$ cat config.mk
export PLATFORM = sky130hd
export DESIGN_NAME = ascs_top
export DESIGN_NICKNAME = d
export VERILOG_FILES = /design/src/ascs_pkg.sv /design/src/ascs_clkdiv.sv /design/src/ascs_sync.sv /design/src/ascs_top.sv
export VERILOG_INCLUDE_DIRS = /design/src
export SDC_FILE = /design/constraint.sdc
export NUM_CORES = 1
export LEC_CHECK = 0
export ABC_AREA = 1
export BUFFER_PORTS_ARGS = -buffer_cell sky130_fd_sc_hd__buf_2
export CAP_MARGIN = 20
export CORE_ASPECT_RATIO = 1.5
export CORE_MARGIN = 2
export CORE_UTILIZATION = 60
export CTS_CLUSTER_SIZE = 25
export DETAILED_ROUTE_END_ITERATION = 16
export PLACE_DENSITY = 0.8
export SETUP_SLACK_MARGIN = 0.15
export SKIP_LAST_GASP = 1
export SYNTH_ARGS = -nofsm -noshare
export SYNTH_HDL_FRONTEND = slang
export SYNTH_SLANG_ARGS = --single-unit
$ cat constraint.sdc
create_clock -name CLK -period 2.6 [get_ports CLK]
set_input_delay 0.13 -clock CLK [delete_from_list [all_inputs] [get_ports CLK]]
set_output_delay 0.13 -clock CLK [all_outputs]
set_load 0.05 [all_outputs]
$ cat src/ascs_regs.svh
// register offsets, field positions, reset values and timing counts of the stop/clock block
`ifndef ASCS_REGS_SVH
`define ASCS_REGS_SVH
`define ASCS_OFS_CLK_CTRL  8'h00
`define ASCS_OFS_XFER_CFG  8'h04
`define ASCS_OFS_BYTE_CNT  8'h08
`define ASCS_OFS_CMD       8'h0C
`define ASCS_OFS_STATUS    8'h10
`define ASCS_CLK_ON_BIT    0
`define ASCS_LOW_PWR_BIT   1
`define ASCS_DIV_LSB       8
`define ASCS_SRC_LSB       16
`define ASCS_STREAM_BIT    0
`define ASCS_WRITE_BIT     1
`define ASCS_AUTO_BIT      2
`define ASCS_WIDTH_LSB     3
`define ASCS_BLKSZ_LSB     16
`define ASCS_START_BIT     0
`define ASCS_ABORT_BIT     1
`define ASCS_CLK_CTRL_RST  32'h0000_0000
`define ASCS_BLKSZ_RST     16'h0200
`define ASCS_STOP_BYTES    32'h0000_0006
`define ASCS_STOP_BITS     6'h30
`define ASCS_IDLE_CCLK     4'h8
`define ASCS_END_CCLK      2'h2
`define ASCS_RD_THR_1      16'h0004
`define ASCS_RD_THR_4      16'h0010
`define ASCS_RD_THR_8      16'h0020
`define ASCS_WR_THR_1      16'h0003
`define ASCS_WR_THR_4      16'h000C
`define ASCS_WR_THR_8      16'h0018
`endif

$ cat src/ascs_pkg.sv
// types shared by the stop/clock block
package ascs_pkg;
    typedef enum logic [2:0] {
        ASCS_IDLE = 3'b001,
        ASCS_RUN  = 3'b010,
        ASCS_TAIL = 3'b100
    } ascs_phase_t;

    typedef enum logic [1:0] {
        ASCS_W1 = 2'h0,
        ASCS_W4 = 2'h1,
        ASCS_W8 = 2'h2
    } ascs_width_t;

    typedef struct packed {
        logic psel;
        logic penable;
        logic pwrite;
        logic [7:0] paddr;
        logic [31:0] pwdata;
    } ascs_apb_req_t;

    typedef struct packed {
        logic full;
        logic empty;
        logic cmd_idle;
        logic card_idle;
        logic byte_done;
        logic crc_done;
        logic stop_end;
        logic data_done;
    } ascs_path_t;
endpackage : ascs_pkg

$ cat src/ascs_clkdiv.sv
// card clock divider with enable; divider setting taken only while stopped
`timescale 1ns/100ps
module ascs_clkdiv #(
    parameter int DIV_W = 8
) (
    input  wire logic             CLK,
    input  wire logic             RST_N,
    input  wire logic             en,
    input  wire logic [DIV_W-1:0] div,
    output logic                  cclk
);
    typedef struct packed {
        logic             en_q;
        logic [DIV_W-1:0] n;
        logic [DIV_W-1:0] cnt;
        logic             ph;
    } ascs_div_t;

    ascs_div_t r;
    ascs_div_t next_r;

    initial begin
        if (DIV_W < 1 || DIV_W > 16) $error("ascs_clkdiv: DIV_W out of range");
    end

    always_comb begin
        next_r = r;
        next_r.en_q = en;
        if (!en) begin
            next_r.n   = div;
            next_r.cnt = '0;
            next_r.ph  = 1'b0;
        end else if (r.n != '0) begin
            if (r.cnt == r.n - DIV_W'(1)) begin
                next_r.cnt = '0;
                next_r.ph  = ~r.ph;
            end else begin
                next_r.cnt = r.cnt + DIV_W'(1);
            end
        end
    end

    always_ff @(posedge CLK or negedge RST_N) begin
        if (!RST_N) begin
            r <= '0;
        end else begin
            r <= next_r;
        end
    end

    // bypass passes the source clock, gated by the registered enable
    assign cclk = (r.n == '0) ? (CLK & r.en_q) : r.ph;

    div_stopped_a: assert property (@(posedge CLK) disable iff (!RST_N)
        !en |=> (r.ph == 1'b0 && r.cnt == '0 && r.n == $past(div)))
        else $error("divider not parked while clock off");
    div_half_a: assert property (@(posedge CLK) disable iff (!RST_N)
        (en && r.en_q && r.n != '0 && r.cnt != r.n - DIV_W'(1)) |=> $stable(r.ph))
        else $error("divider phase toggled early");
endmodule : ascs_clkdiv

$ cat src/ascs_sync.sv
// three-stage synchroniser; the level changes once stages two and three agree
`timescale 1ns/100ps
module ascs_sync (
    input  wire logic CLK,
    input  wire logic RST_N,
    input  wire logic d,
    output logic      q
);
    typedef struct packed {
        logic [2:0] s;
        logic       lvl;
    } ascs_sync_t;

    ascs_sync_t r;
    ascs_sync_t next_r;

    always_comb begin
        next_r = r;
        next_r.s = {r.s[1:0], d};
        if (r.s[1] == r.s[2]) begin
            next_r.lvl = r.s[2];
        end
    end

    always_ff @(posedge CLK or negedge RST_N) begin
        if (!RST_N) begin
            r <= '0;
        end else begin
            r <= next_r;
        end
    end

    assign q = r.lvl;
endmodule : ascs_sync

$ cat src/ascs_top.sv
// auto-stop placement and card clock control with an APB register port
// Functional notes
// - count equal block length is single block; n times is predefined multi-block
// - stream read auto-stop loaded so end bit meets last byte
// - stream read below six bytes receives a few surplus bytes
// - stream write auto-stop end bit coincides with last byte
// - stream write below six bytes delays data to align with stop end
// - multi-block read: small blocks stop after all bytes, else timed
// - multi-block write: small blocks stop after all blocks, else after CRC status
// - pending stop waits until a loaded command and response finish
// - software stop or abort cancels the automatic stop
// - divider setting zero bypasses, else divides by twice the setting
// - card clock runs only while clock-on bit set
// - low-power gating stops clock after eight idle cycles, restarts on command
// - clock stops on full FIFO reading, empty FIFO writing
// - stream transfer ends two card clocks after stop end bit
// - mode bit one is stream; zero count is open-ended
`timescale 1ns/100ps
`include "ascs_regs.svh"
module ascs_top
    import ascs_pkg::*;
#(
    parameter int CNT_W = 32
) (
    input  wire logic        CLK,
    input  wire logic        RST_N,
    input  wire logic        PSEL,
    input  wire logic        PENABLE,
    input  wire logic        PWRITE,
    input  wire logic [7:0]  PADDR,
    input  wire logic [31:0] PWDATA,
    output logic      [31:0] PRDATA,
    output logic             PREADY,
    output logic             PSLVERR,
    input  wire logic        FIFO_FULL,
    input  wire logic        FIFO_EMPTY,
    input  wire logic        CMD_IDLE,
    input  wire logic        CARD_IDLE,
    input  wire logic        BYTE_DONE,
    input  wire logic        CRC_DONE,
    input  wire logic        STOP_END,
    input  wire logic        DATA_DONE,
    input  wire logic        CCLK_FB,
    output logic             CMD_START,
    output logic             STOP_LOAD,
    output logic             DATA_HOLD,
    output logic             XFER_END,
    output logic             CCLK_OUT
);
    typedef struct packed {
        logic             clk_on;
        logic             low_power;
        logic [7:0]       div;
        logic [1:0]       clksrc;
        logic             stream;
        logic             wr;
        logic             auto_stop;
        ascs_width_t      width;
        logic [15:0]      blksz;
        logic [CNT_W-1:0] bytcnt;
        logic [CNT_W-1:0] remain;
        ascs_phase_t      phase;
        logic             pending;
        logic             cmd_start;
        logic             stop_load;
        logic             xfer_end;
        logic [1:0]       end_cnt;
        logic [3:0]       idle_cnt;
        logic [5:0]       hold_cnt;
        logic             cfb_q;
        logic [31:0]      prdata;
    } ascs_state_t;

    ascs_state_t  r;
    ascs_state_t  next_r;
    ascs_apb_req_t req;
    ascs_path_t   path;
    logic         cfb;
    logic         cclk_rise;
    logic         wr_en;
    logic         mapped;
    logic         start;
    logic         abort;
    logic         stall;
    logic         lp_gate;
    logic         clk_en;
    logic         lead_hit;
    logic [15:0]  rd_thr;
    logic [15:0]  wr_thr;
    logic [CNT_W-1:0] blk_w;

    initial begin
        if (CNT_W < 16 || CNT_W > 32) $error("ascs_top: CNT_W out of range");
    end

    assign req  = '{PSEL, PENABLE, PWRITE, PADDR, PWDATA};
    assign path = '{FIFO_FULL, FIFO_EMPTY, CMD_IDLE, CARD_IDLE,
                    BYTE_DONE, CRC_DONE, STOP_END, DATA_DONE};

    ascs_sync u_cfb_sync (
        .CLK   (CLK),
        .RST_N (RST_N),
        .d     (CCLK_FB),
        .q     (cfb)
    );

    assign cclk_rise = cfb & ~r.cfb_q;
    assign wr_en  = req.psel & req.penable & req.pwrite;
    assign mapped = req.paddr inside {`ASCS_OFS_CLK_CTRL, `ASCS_OFS_XFER_CFG,
                                      `ASCS_OFS_BYTE_CNT, `ASCS_OFS_CMD,
                                      `ASCS_OFS_STATUS};
    assign start  = wr_en && req.paddr == `ASCS_OFS_CMD && req.pwdata[`ASCS_START_BIT];
    assign abort  = wr_en && req.paddr == `ASCS_OFS_CMD && req.pwdata[`ASCS_ABORT_BIT];
    assign blk_w  = CNT_W'(r.blksz);

    always_comb begin
        unique case (r.width)
            ASCS_W4: begin
                rd_thr = `ASCS_RD_THR_4;
                wr_thr = `ASCS_WR_THR_4;
            end
            ASCS_W8: begin
                rd_thr = `ASCS_RD_THR_8;
                wr_thr = `ASCS_WR_THR_8;
            end
            default: begin
                rd_thr = `ASCS_RD_THR_1;
                wr_thr = `ASCS_WR_THR_1;
            end
        endcase
    end

    // moment at which the internal stop command may enter the command path
    always_comb begin
        if (r.stream) begin
            lead_hit = r.remain <= CNT_W'(`ASCS_STOP_BYTES);
        end else if (!r.wr) begin
            lead_hit = (r.blksz < rd_thr) ? path.data_done
                                          : (r.remain <= CNT_W'(rd_thr));
        end else begin
            lead_hit = (r.blksz < wr_thr) ? (r.remain == '0)
                                          : (r.remain == '0 && path.crc_done);
        end
    end

    assign stall   = (r.phase == ASCS_RUN) && r.remain != '0 &&
                     ((!r.wr && path.full) || (r.wr && path.empty));
    assign lp_gate = r.low_power && r.idle_cnt >= `ASCS_IDLE_CCLK;
    assign clk_en  = r.clk_on && !lp_gate && !stall;

    always_comb begin
        next_r = r;
        next_r.cfb_q     = cfb;
        next_r.cmd_start = start;
        next_r.stop_load = 1'b0;
        next_r.xfer_end  = 1'b0;
        if (wr_en) begin
            unique case (req.paddr)
                `ASCS_OFS_CLK_CTRL: begin
                    next_r.clk_on    = req.pwdata[`ASCS_CLK_ON_BIT];
                    next_r.low_power = req.pwdata[`ASCS_LOW_PWR_BIT];
                    next_r.div       = req.pwdata[`ASCS_DIV_LSB +: 8];
                    next_r.clksrc    = req.pwdata[`ASCS_SRC_LSB +: 2];
                end
                `ASCS_OFS_XFER_CFG: begin
                    next_r.stream    = req.pwdata[`ASCS_STREAM_BIT];
                    next_r.wr        = req.pwdata[`ASCS_WRITE_BIT];
                    next_r.auto_stop = req.pwdata[`ASCS_AUTO_BIT];
                    next_r.width     = ascs_width_t'(req.pwdata[`ASCS_WIDTH_LSB +: 2]);
                    next_r.blksz     = req.pwdata[`ASCS_BLKSZ_LSB +: 16];
                end
                `ASCS_OFS_BYTE_CNT: next_r.bytcnt = req.pwdata[CNT_W-1:0];
                default: ;
            endcase
        end
        // card clocks seen on the feedback pin
        if (start || !path.cmd_idle || !path.card_idle) begin
            next_r.idle_cnt = '0;
        end else if (cclk_rise && r.idle_cnt < `ASCS_IDLE_CCLK) begin
            next_r.idle_cnt = r.idle_cnt + 4'h1;
        end
        if (cclk_rise && r.hold_cnt != '0 && !r.pending) begin
            next_r.hold_cnt = r.hold_cnt - 6'h01;
        end
        unique case (r.phase)
            ASCS_IDLE: ;
            ASCS_RUN: begin
                if (path.byte_done && r.remain != '0) begin
                    next_r.remain = r.remain - CNT_W'(1);
                end
                if (r.pending && lead_hit && path.cmd_idle & !r.cmd_start & !abort) begin
                    next_r.pending   = 1'b0;
                    next_r.stop_load = 1'b1;
                end
                if (path.stop_end && r.stream) begin
                    next_r.phase   = ASCS_TAIL;
                    next_r.end_cnt = '0;
                end else if (path.data_done && !r.stream) begin
                    next_r.phase    = ASCS_IDLE;
                    next_r.pending  = 1'b0;
                    next_r.xfer_end = 1'b1;
                end
            end
            ASCS_TAIL: begin
                if (cclk_rise) begin
                    next_r.end_cnt = r.end_cnt + 2'h1;
                    if (r.end_cnt + 2'h1 == `ASCS_END_CCLK) begin
                        next_r.phase    = ASCS_IDLE;
                        next_r.xfer_end = 1'b1;
                    end
                end
            end
        endcase
        if (start && !abort) begin
            next_r.phase    = ASCS_RUN;
            next_r.remain   = r.bytcnt;
            // zero count is open-ended; equal to block is single block
            next_r.pending  = r.auto_stop && r.bytcnt != '0 &&
                              (r.stream || r.bytcnt > blk_w);
            next_r.hold_cnt = '0;
            if (r.stream && r.wr && r.auto_stop && r.bytcnt != '0 &&
                r.bytcnt < CNT_W'(`ASCS_STOP_BYTES)) begin
                next_r.hold_cnt = `ASCS_STOP_BITS - 6'(r.bytcnt[2:0]) * 6'h08;
            end
        end
        if (abort) begin
            next_r.pending = 1'b0;
        end
        if (req.psel && !req.penable) begin
            next_r.prdata = '0;
            unique case (req.paddr)
                `ASCS_OFS_CLK_CTRL: next_r.prdata = {14'h0000, r.clksrc, r.div,
                                                     6'h00, r.low_power, r.clk_on};
                `ASCS_OFS_XFER_CFG: next_r.prdata = {r.blksz, 11'h000, r.width,
                                                     r.auto_stop, r.wr, r.stream};
                `ASCS_OFS_BYTE_CNT: next_r.prdata = 32'(r.bytcnt);
                `ASCS_OFS_STATUS:   next_r.prdata = {8'h00, 16'(r.remain), 2'h0,
                                                     r.hold_cnt != '0, lp_gate,
                                                     clk_en, r.phase == ASCS_RUN,
                                                     r.phase == ASCS_TAIL, r.pending};
                default: ;
            endcase
        end
    end

    always_ff @(posedge CLK or negedge RST_N) begin
        if (!RST_N) begin
            r        <= '0;
            r.phase  <= ASCS_IDLE;
            r.blksz  <= `ASCS_BLKSZ_RST;
        end else begin
            r <= next_r;
        end
    end

    ascs_clkdiv #(
        .DIV_W (8)
    ) u_div (
        .CLK   (CLK),
        .RST_N (RST_N),
        .en    (clk_en),
        .div   (r.div),
        .cclk  (CCLK_OUT)
    );

    assign PRDATA    = r.prdata;
    assign PREADY    = 1'b1;
    assign PSLVERR   = req.psel & req.penable & ~mapped;
    assign CMD_START = r.cmd_start;
    assign STOP_LOAD = r.stop_load;
    assign DATA_HOLD = r.hold_cnt != '0;
    assign XFER_END  = r.xfer_end;

    stop_after_cmd_a: assert property (@(posedge CLK) disable iff (!RST_N)
        $rose(r.stop_load) |-> $past(path.cmd_idle) && !$past(r.pending, 2) == 1'b0)
        else $error("stop loaded while command path busy");
    abort_cancels_a: assert property (@(posedge CLK) disable iff (!RST_N)
        abort |=> !r.pending && !r.stop_load)
        else $error("automatic stop survived software stop");
    open_no_stop_a: assert property (@(posedge CLK) disable iff (!RST_N)
        (start && !abort && r.bytcnt == '0) |=> !r.pending && r.phase == ASCS_RUN)
        else $error("open-ended transfer armed a stop");
    single_no_stop_a: assert property (@(posedge CLK) disable iff (!RST_N)
        (start && !abort && !r.stream && r.bytcnt == blk_w) |=> !r.pending)
        else $error("single block armed a stop");
    stream_lead_a: assert property (@(posedge CLK) disable iff (!RST_N)
        (r.stop_load && r.stream) |-> $past(r.remain) <= CNT_W'(`ASCS_STOP_BYTES))
        else $error("stream stop loaded too early");
    short_hold_a: assert property (@(posedge CLK) disable iff (!RST_N)
        (start && !abort && r.stream && r.wr && r.auto_stop && r.bytcnt == CNT_W'(3))
        |=> r.hold_cnt == 6'h18 && DATA_HOLD)
        else $error("short stream write not delayed");
    clk_off_a: assert property (@(posedge CLK) disable iff (!RST_N)
        (!r.clk_on [*2]) |-> !u_div.r.ph)
        else $error("card clock running while switched off");
    fifo_stall_a: assert property (@(posedge CLK) disable iff (!RST_N)
        (r.phase == ASCS_RUN && r.remain != '0 && !r.wr && path.full) |-> !clk_en)
        else $error("clock not stopped on full FIFO");
    lp_gate_a: assert property (@(posedge CLK) disable iff (!RST_N)
        (r.low_power && r.idle_cnt == `ASCS_IDLE_CCLK && !start) |-> !clk_en)
        else $error("idle clock not gated");
    tail_two_a: assert property (@(posedge CLK) disable iff (!RST_N)
        (r.xfer_end && $past(r.phase) == ASCS_TAIL) |-> $past(r.end_cnt) == 2'h1)
        else $error("stream ended at wrong card clock");
endmodule : ascs_top
# After elaboration in Yosys (flattened, before gate mapping)
# Index checks and enable logic that the tools add are counted.
# word_totals
register_bits	171
input_bits	54
out_inout_bits	39
word_cells	170
# op_classes
n_addsub	7
n_lt_le_gt_ge	8
n_eq_ne	18
n_mux	37
n_bitwise	10
n_reduce_logical	63
# op_table
op	count
one-hot mux 32 bit (4 select lines)	1
2-to-1 mux 32 bit	2
nonzero test 32 bit	2
2-to-1 mux 36 bit	1
greater-than comparator 32 x 16 -> 1 bit	1
<= comparator 32 x 16 -> 1 bit	1
<= comparator 32 x 3 -> 1 bit, second input constant	1
logical NOT 32 bit	1
< comparator 16 bit	2
< comparator 32 x 3 -> 1 bit, second input constant	1
subtractor 32 x 1 -> 32 bit, second input constant	1
logical AND 1 bit	27
2-to-1 mux 6 bit	3
2-to-1 mux 9 bit	2
equality test 8 x 4 -> 1 bit, second input constant	2
logical NOT 8 bit	2
2-to-1 mux 1 bit	15
2-to-1 mux 3 bit	4
2-to-1 mux 4 bit	3
one-hot mux 3 bit (2 select lines)	2
one-hot mux 6 bit (2 select lines)	1
logical NOT 1 bit	10
one-hot mux 5 bit (2 select lines)	1
AND reduction 2 bit	5
other kinds (31)	52

# Depth between registers and ports, before layout
# depth
depth_word	14
mapped_depth	18
mapped_depth_nobuf	18

# Modules after synthesis
# A second synthesis with hierarchy kept.
# unflattened
hier_cells	1285
hier_area_um2	9968.3
# by_module_without_submodules
module	instances	cells_each	area_each_um2	seq_area_each_um2
ascs_top	1	1118	8732.1	3731.1
ascs_clkdiv	1	159	1119.8	450.4
ascs_sync	1	8	116.4	100.1

==> flow_summary.ini <==
[sta]
period_minus_slack_ps = 2218
fin_setup_tns_ps = 0
setup_ws_ps = 382.0
rsz0062_at_grt = false
slew_violations = 0
tightest_slew_ps = 726.1
finalSetupViolations = 0
relSlewSlack_pct = 51.52
final.period_utilization_pct = 85.31
fmax_mhz = 450.9
finalClockSkew_ps = 8.870
finalHoldViolCount = 0

[pwr]
p_int_uw = 4475
clockPowerShare_pct = 44.9
powerDensity_nw_per_um2 = 523.7
power_frac_comb_pct = 9.1
vdd_drop_max_v = 0.0004138
p_switching_uw = 1597
p_total_uw = 6071
leakage_uw = 0.005727
seqPwrFrac_pct = 46.0
swShare_pct = 26.30

[global_route]
grtUsageTotal_pct = 33.76
grt_pass1_vias = 8989
antenna_found_initial = 0
grt_pass1_wl_um = 45480
grt_max_degree = 57
grt_overflow = 0

[clocking]
cts_tree = built
clk_pin_slew_ps = 70
clock_latency_ps = 570
cts.repair.resized = 0

[die]
dieHeight_um = 163.0
num_rows = 58
io_pins = 93
start_util_pct = 60.84
coreArea_um2 = 16620
die_w_um = 110.0
die_area_um2 = 17930

[yosys]
ys_types = 52
syn_nets = 1359
ys.flop_type = dfrtp_1
avgSynthCellArea_um2 = 7.987
synth_top_cell_by_area = dfrtp_1
yosysMostFrequentCell = nand2_1
ys_seq_elements = 171
synth_edf_count = 0
yosys-top-cells-count = nand2_1 (299), inv_1 (178), dfrtp_1 (169), nor2_1 (114), o21ai_0 (114)
synthTopCellsByArea = dfrtp_1 (42%), nand2_1 (11%), inv_1 (6.6%)
synth.cell_area_um2 = 10110
synth.yosys.seq_area_share_pct = 42.35
ys_async_sr_fraction_pct = 100.0
yosysTopAreaCellShare_pct = 41.83
postSynthCellCount = 1266
yosysWarnings = 0

[setup_path]
r2r_slack_ps = 380
worstPathMaxFanout = 3
worst_setup_path_start_kind = flop
r2r_start = r[132]
slowest_delay_ps = 400
critPathCaptureType = flop
crit_top_cell = nand2_1
crit_chain = inv_1, ha_1, inv_1, ha_1, or2_2, nor3_1, nand2_1, nand2_1, nand2_1, nand3_1, nand2_1, nand2_1, nand2_1, nand2_1, nand2_1
critPathRequiredTime_ps = 3060
rr_endpoint = r[48]
slowest_stage = dfrtp_1
reg2reg_depth = 15
worstSetupPathType = reg2reg
crit_arrival_ps = 2670

[place]
hpwl_um = 21390
routabilityCongestion = 1.007
dp_slack_ps = 449.1
dp_cells = 1520
io_buffers = 91

[cells_and_area]
drive_gt1_share_pct = 15.47
nNetsFinal = 1463
area_growth_pct = 14.66
antenna_cells = 0
stdcell_count = 1593

[worst_hold_path]
hold_start = CMD_IDLE
hp-class = in2reg
hold_end = STOP_LOAD
min_path_cells = 5

[route]
first_pass_iters = 6
drt-total-wl_um = 28960
wl_per_cell_um = 18.18
viasPerCell = 5.668
route.detailed.drc = 0
via_count = 9029
ant_nets = 0
first_iter_violations = 939

[status]
outcome = finished, final reports clean

[flow_run]
drv_cap = 0
-- per-stage QoR --
step	hold WS [ps]	utilization, %	area (um2)
6_report	17.38	69.76	11590
5_1_grt	6.409	69.76	11590
4_1_cts	0.7533	69.76	11590
3_5_place_dp	115.0	63.60	10570
3_3_place_gp	110.7	63.60	10570
2_1_floorplan	-165.6	-	10110
-- metal layers --
layer	share of wire [%]	vias up	GRT usage, %
li1	-	4256	-
met4	6.9	0	22.55
met1	37	4222	38.90
met5	0	-	0
met2	50	420	57.08
met3	5.6	131	4.802
-- layout by cell type (no fill, tap or decap), drive strengths merged, types with 2 or more instances in the layout --
master       netlist  routed
o22ai             27      27
clkinv             1       5
nand4             20      20
clkbuf            20      24
buf               44     109
ha                39      39
dfstp              2       2
dlygate4sd3        0      37
o21a               2       2
xor2              42      42
nand3b             2       2
a22oi              5       5
nand3             45      45
nor3              20      20
a221oi             4       4
dfrtp            169     169
xnor2              7       7
or2                2       2
a21oi             38      38
o31ai              2       2
nand2            307     307
inv              189     195
a31oi              2       2
nor4               2       2
o21ai            119     119
o221ai            19      19
nor2             130     130
-- worst max path at each step --
| stage | endpoint | cells past startpoint | from | slack, ps |
|---|---|---|---|---|
| global route | u_div.r[0] | 12 | u_div.r[9] | 280 |
| finish | r[48] | 15 | r[132] | 380 |
| detailed placement | u_div.r[6] | 15 | r[52] | 450 |
| floorplan | CCLK_OUT | 5 | u_div.r[9] | 370 |
| global placement | r[48] | 15 | r[132] | 440 |
| CTS | r[48] | 15 | r[132] | 420 |
-- power groups by stage --
stage                     clock network, uW  registers [uW]  logic [uW]
after floorplan                        1.34            2820         311
after global placement                 1.58            2840         489
after detailed placement               1.58            2840         501
after CTS                              2740            2790         551
after global routing                   2870            2800         623
final                                  2720            2790         553
-- area by class of cell --
cell class                      instances  area, um2
Timing Repair Buffer                  145      974.7
Multi-Input combinational cell        841       4702
Sequential cell                       171       4282
Clock inverter                         11      101.3
Inverter                              190      720.7
Fill cell                            1275       5025
Clock buffer                           25      550.5
Tap cell                              210      262.8
-- cells by family after synthesis --
group	share of synthesized area, %
and+or+nand+nor	23.51
buffers and inverters	11.17
AOI/OAI and AO/OA	13.76
DFF	42.35
xor gates and xnor gates	4.245
adders and majority gates	4.925
other	0.03709
-- state kept, by name (all words and copies together) (netlist names) --
signal / cells
r: 98
PRDATA: 32
u_div.r: 18
blk_w: 16
u_cfb_sync.next_r: 2
CMD_START: 1
STOP_LOAD: 1
XFER_END: 1
u_cfb_sync.q: 1
u_cfb_sync.r: 1
-- critical path, delay by kind of cell, from the launching register on --
kind	cells	cell delay, ps
AND/OR/NAND/NOR	11	1200
flip-flops	1	400
adder cells (fa/ha/maj)	2	340
buffers and inverters	2	180
-- what timing repair did --
action / 4_1_cts / 5_1_grt
endpoints found under the hold margin: 178 / 0
setup endpoints to repair: 2 / 0
hold buffers: 37 / 0
setup buffers: 1 / 0
(Power assumes the default switching activity.)
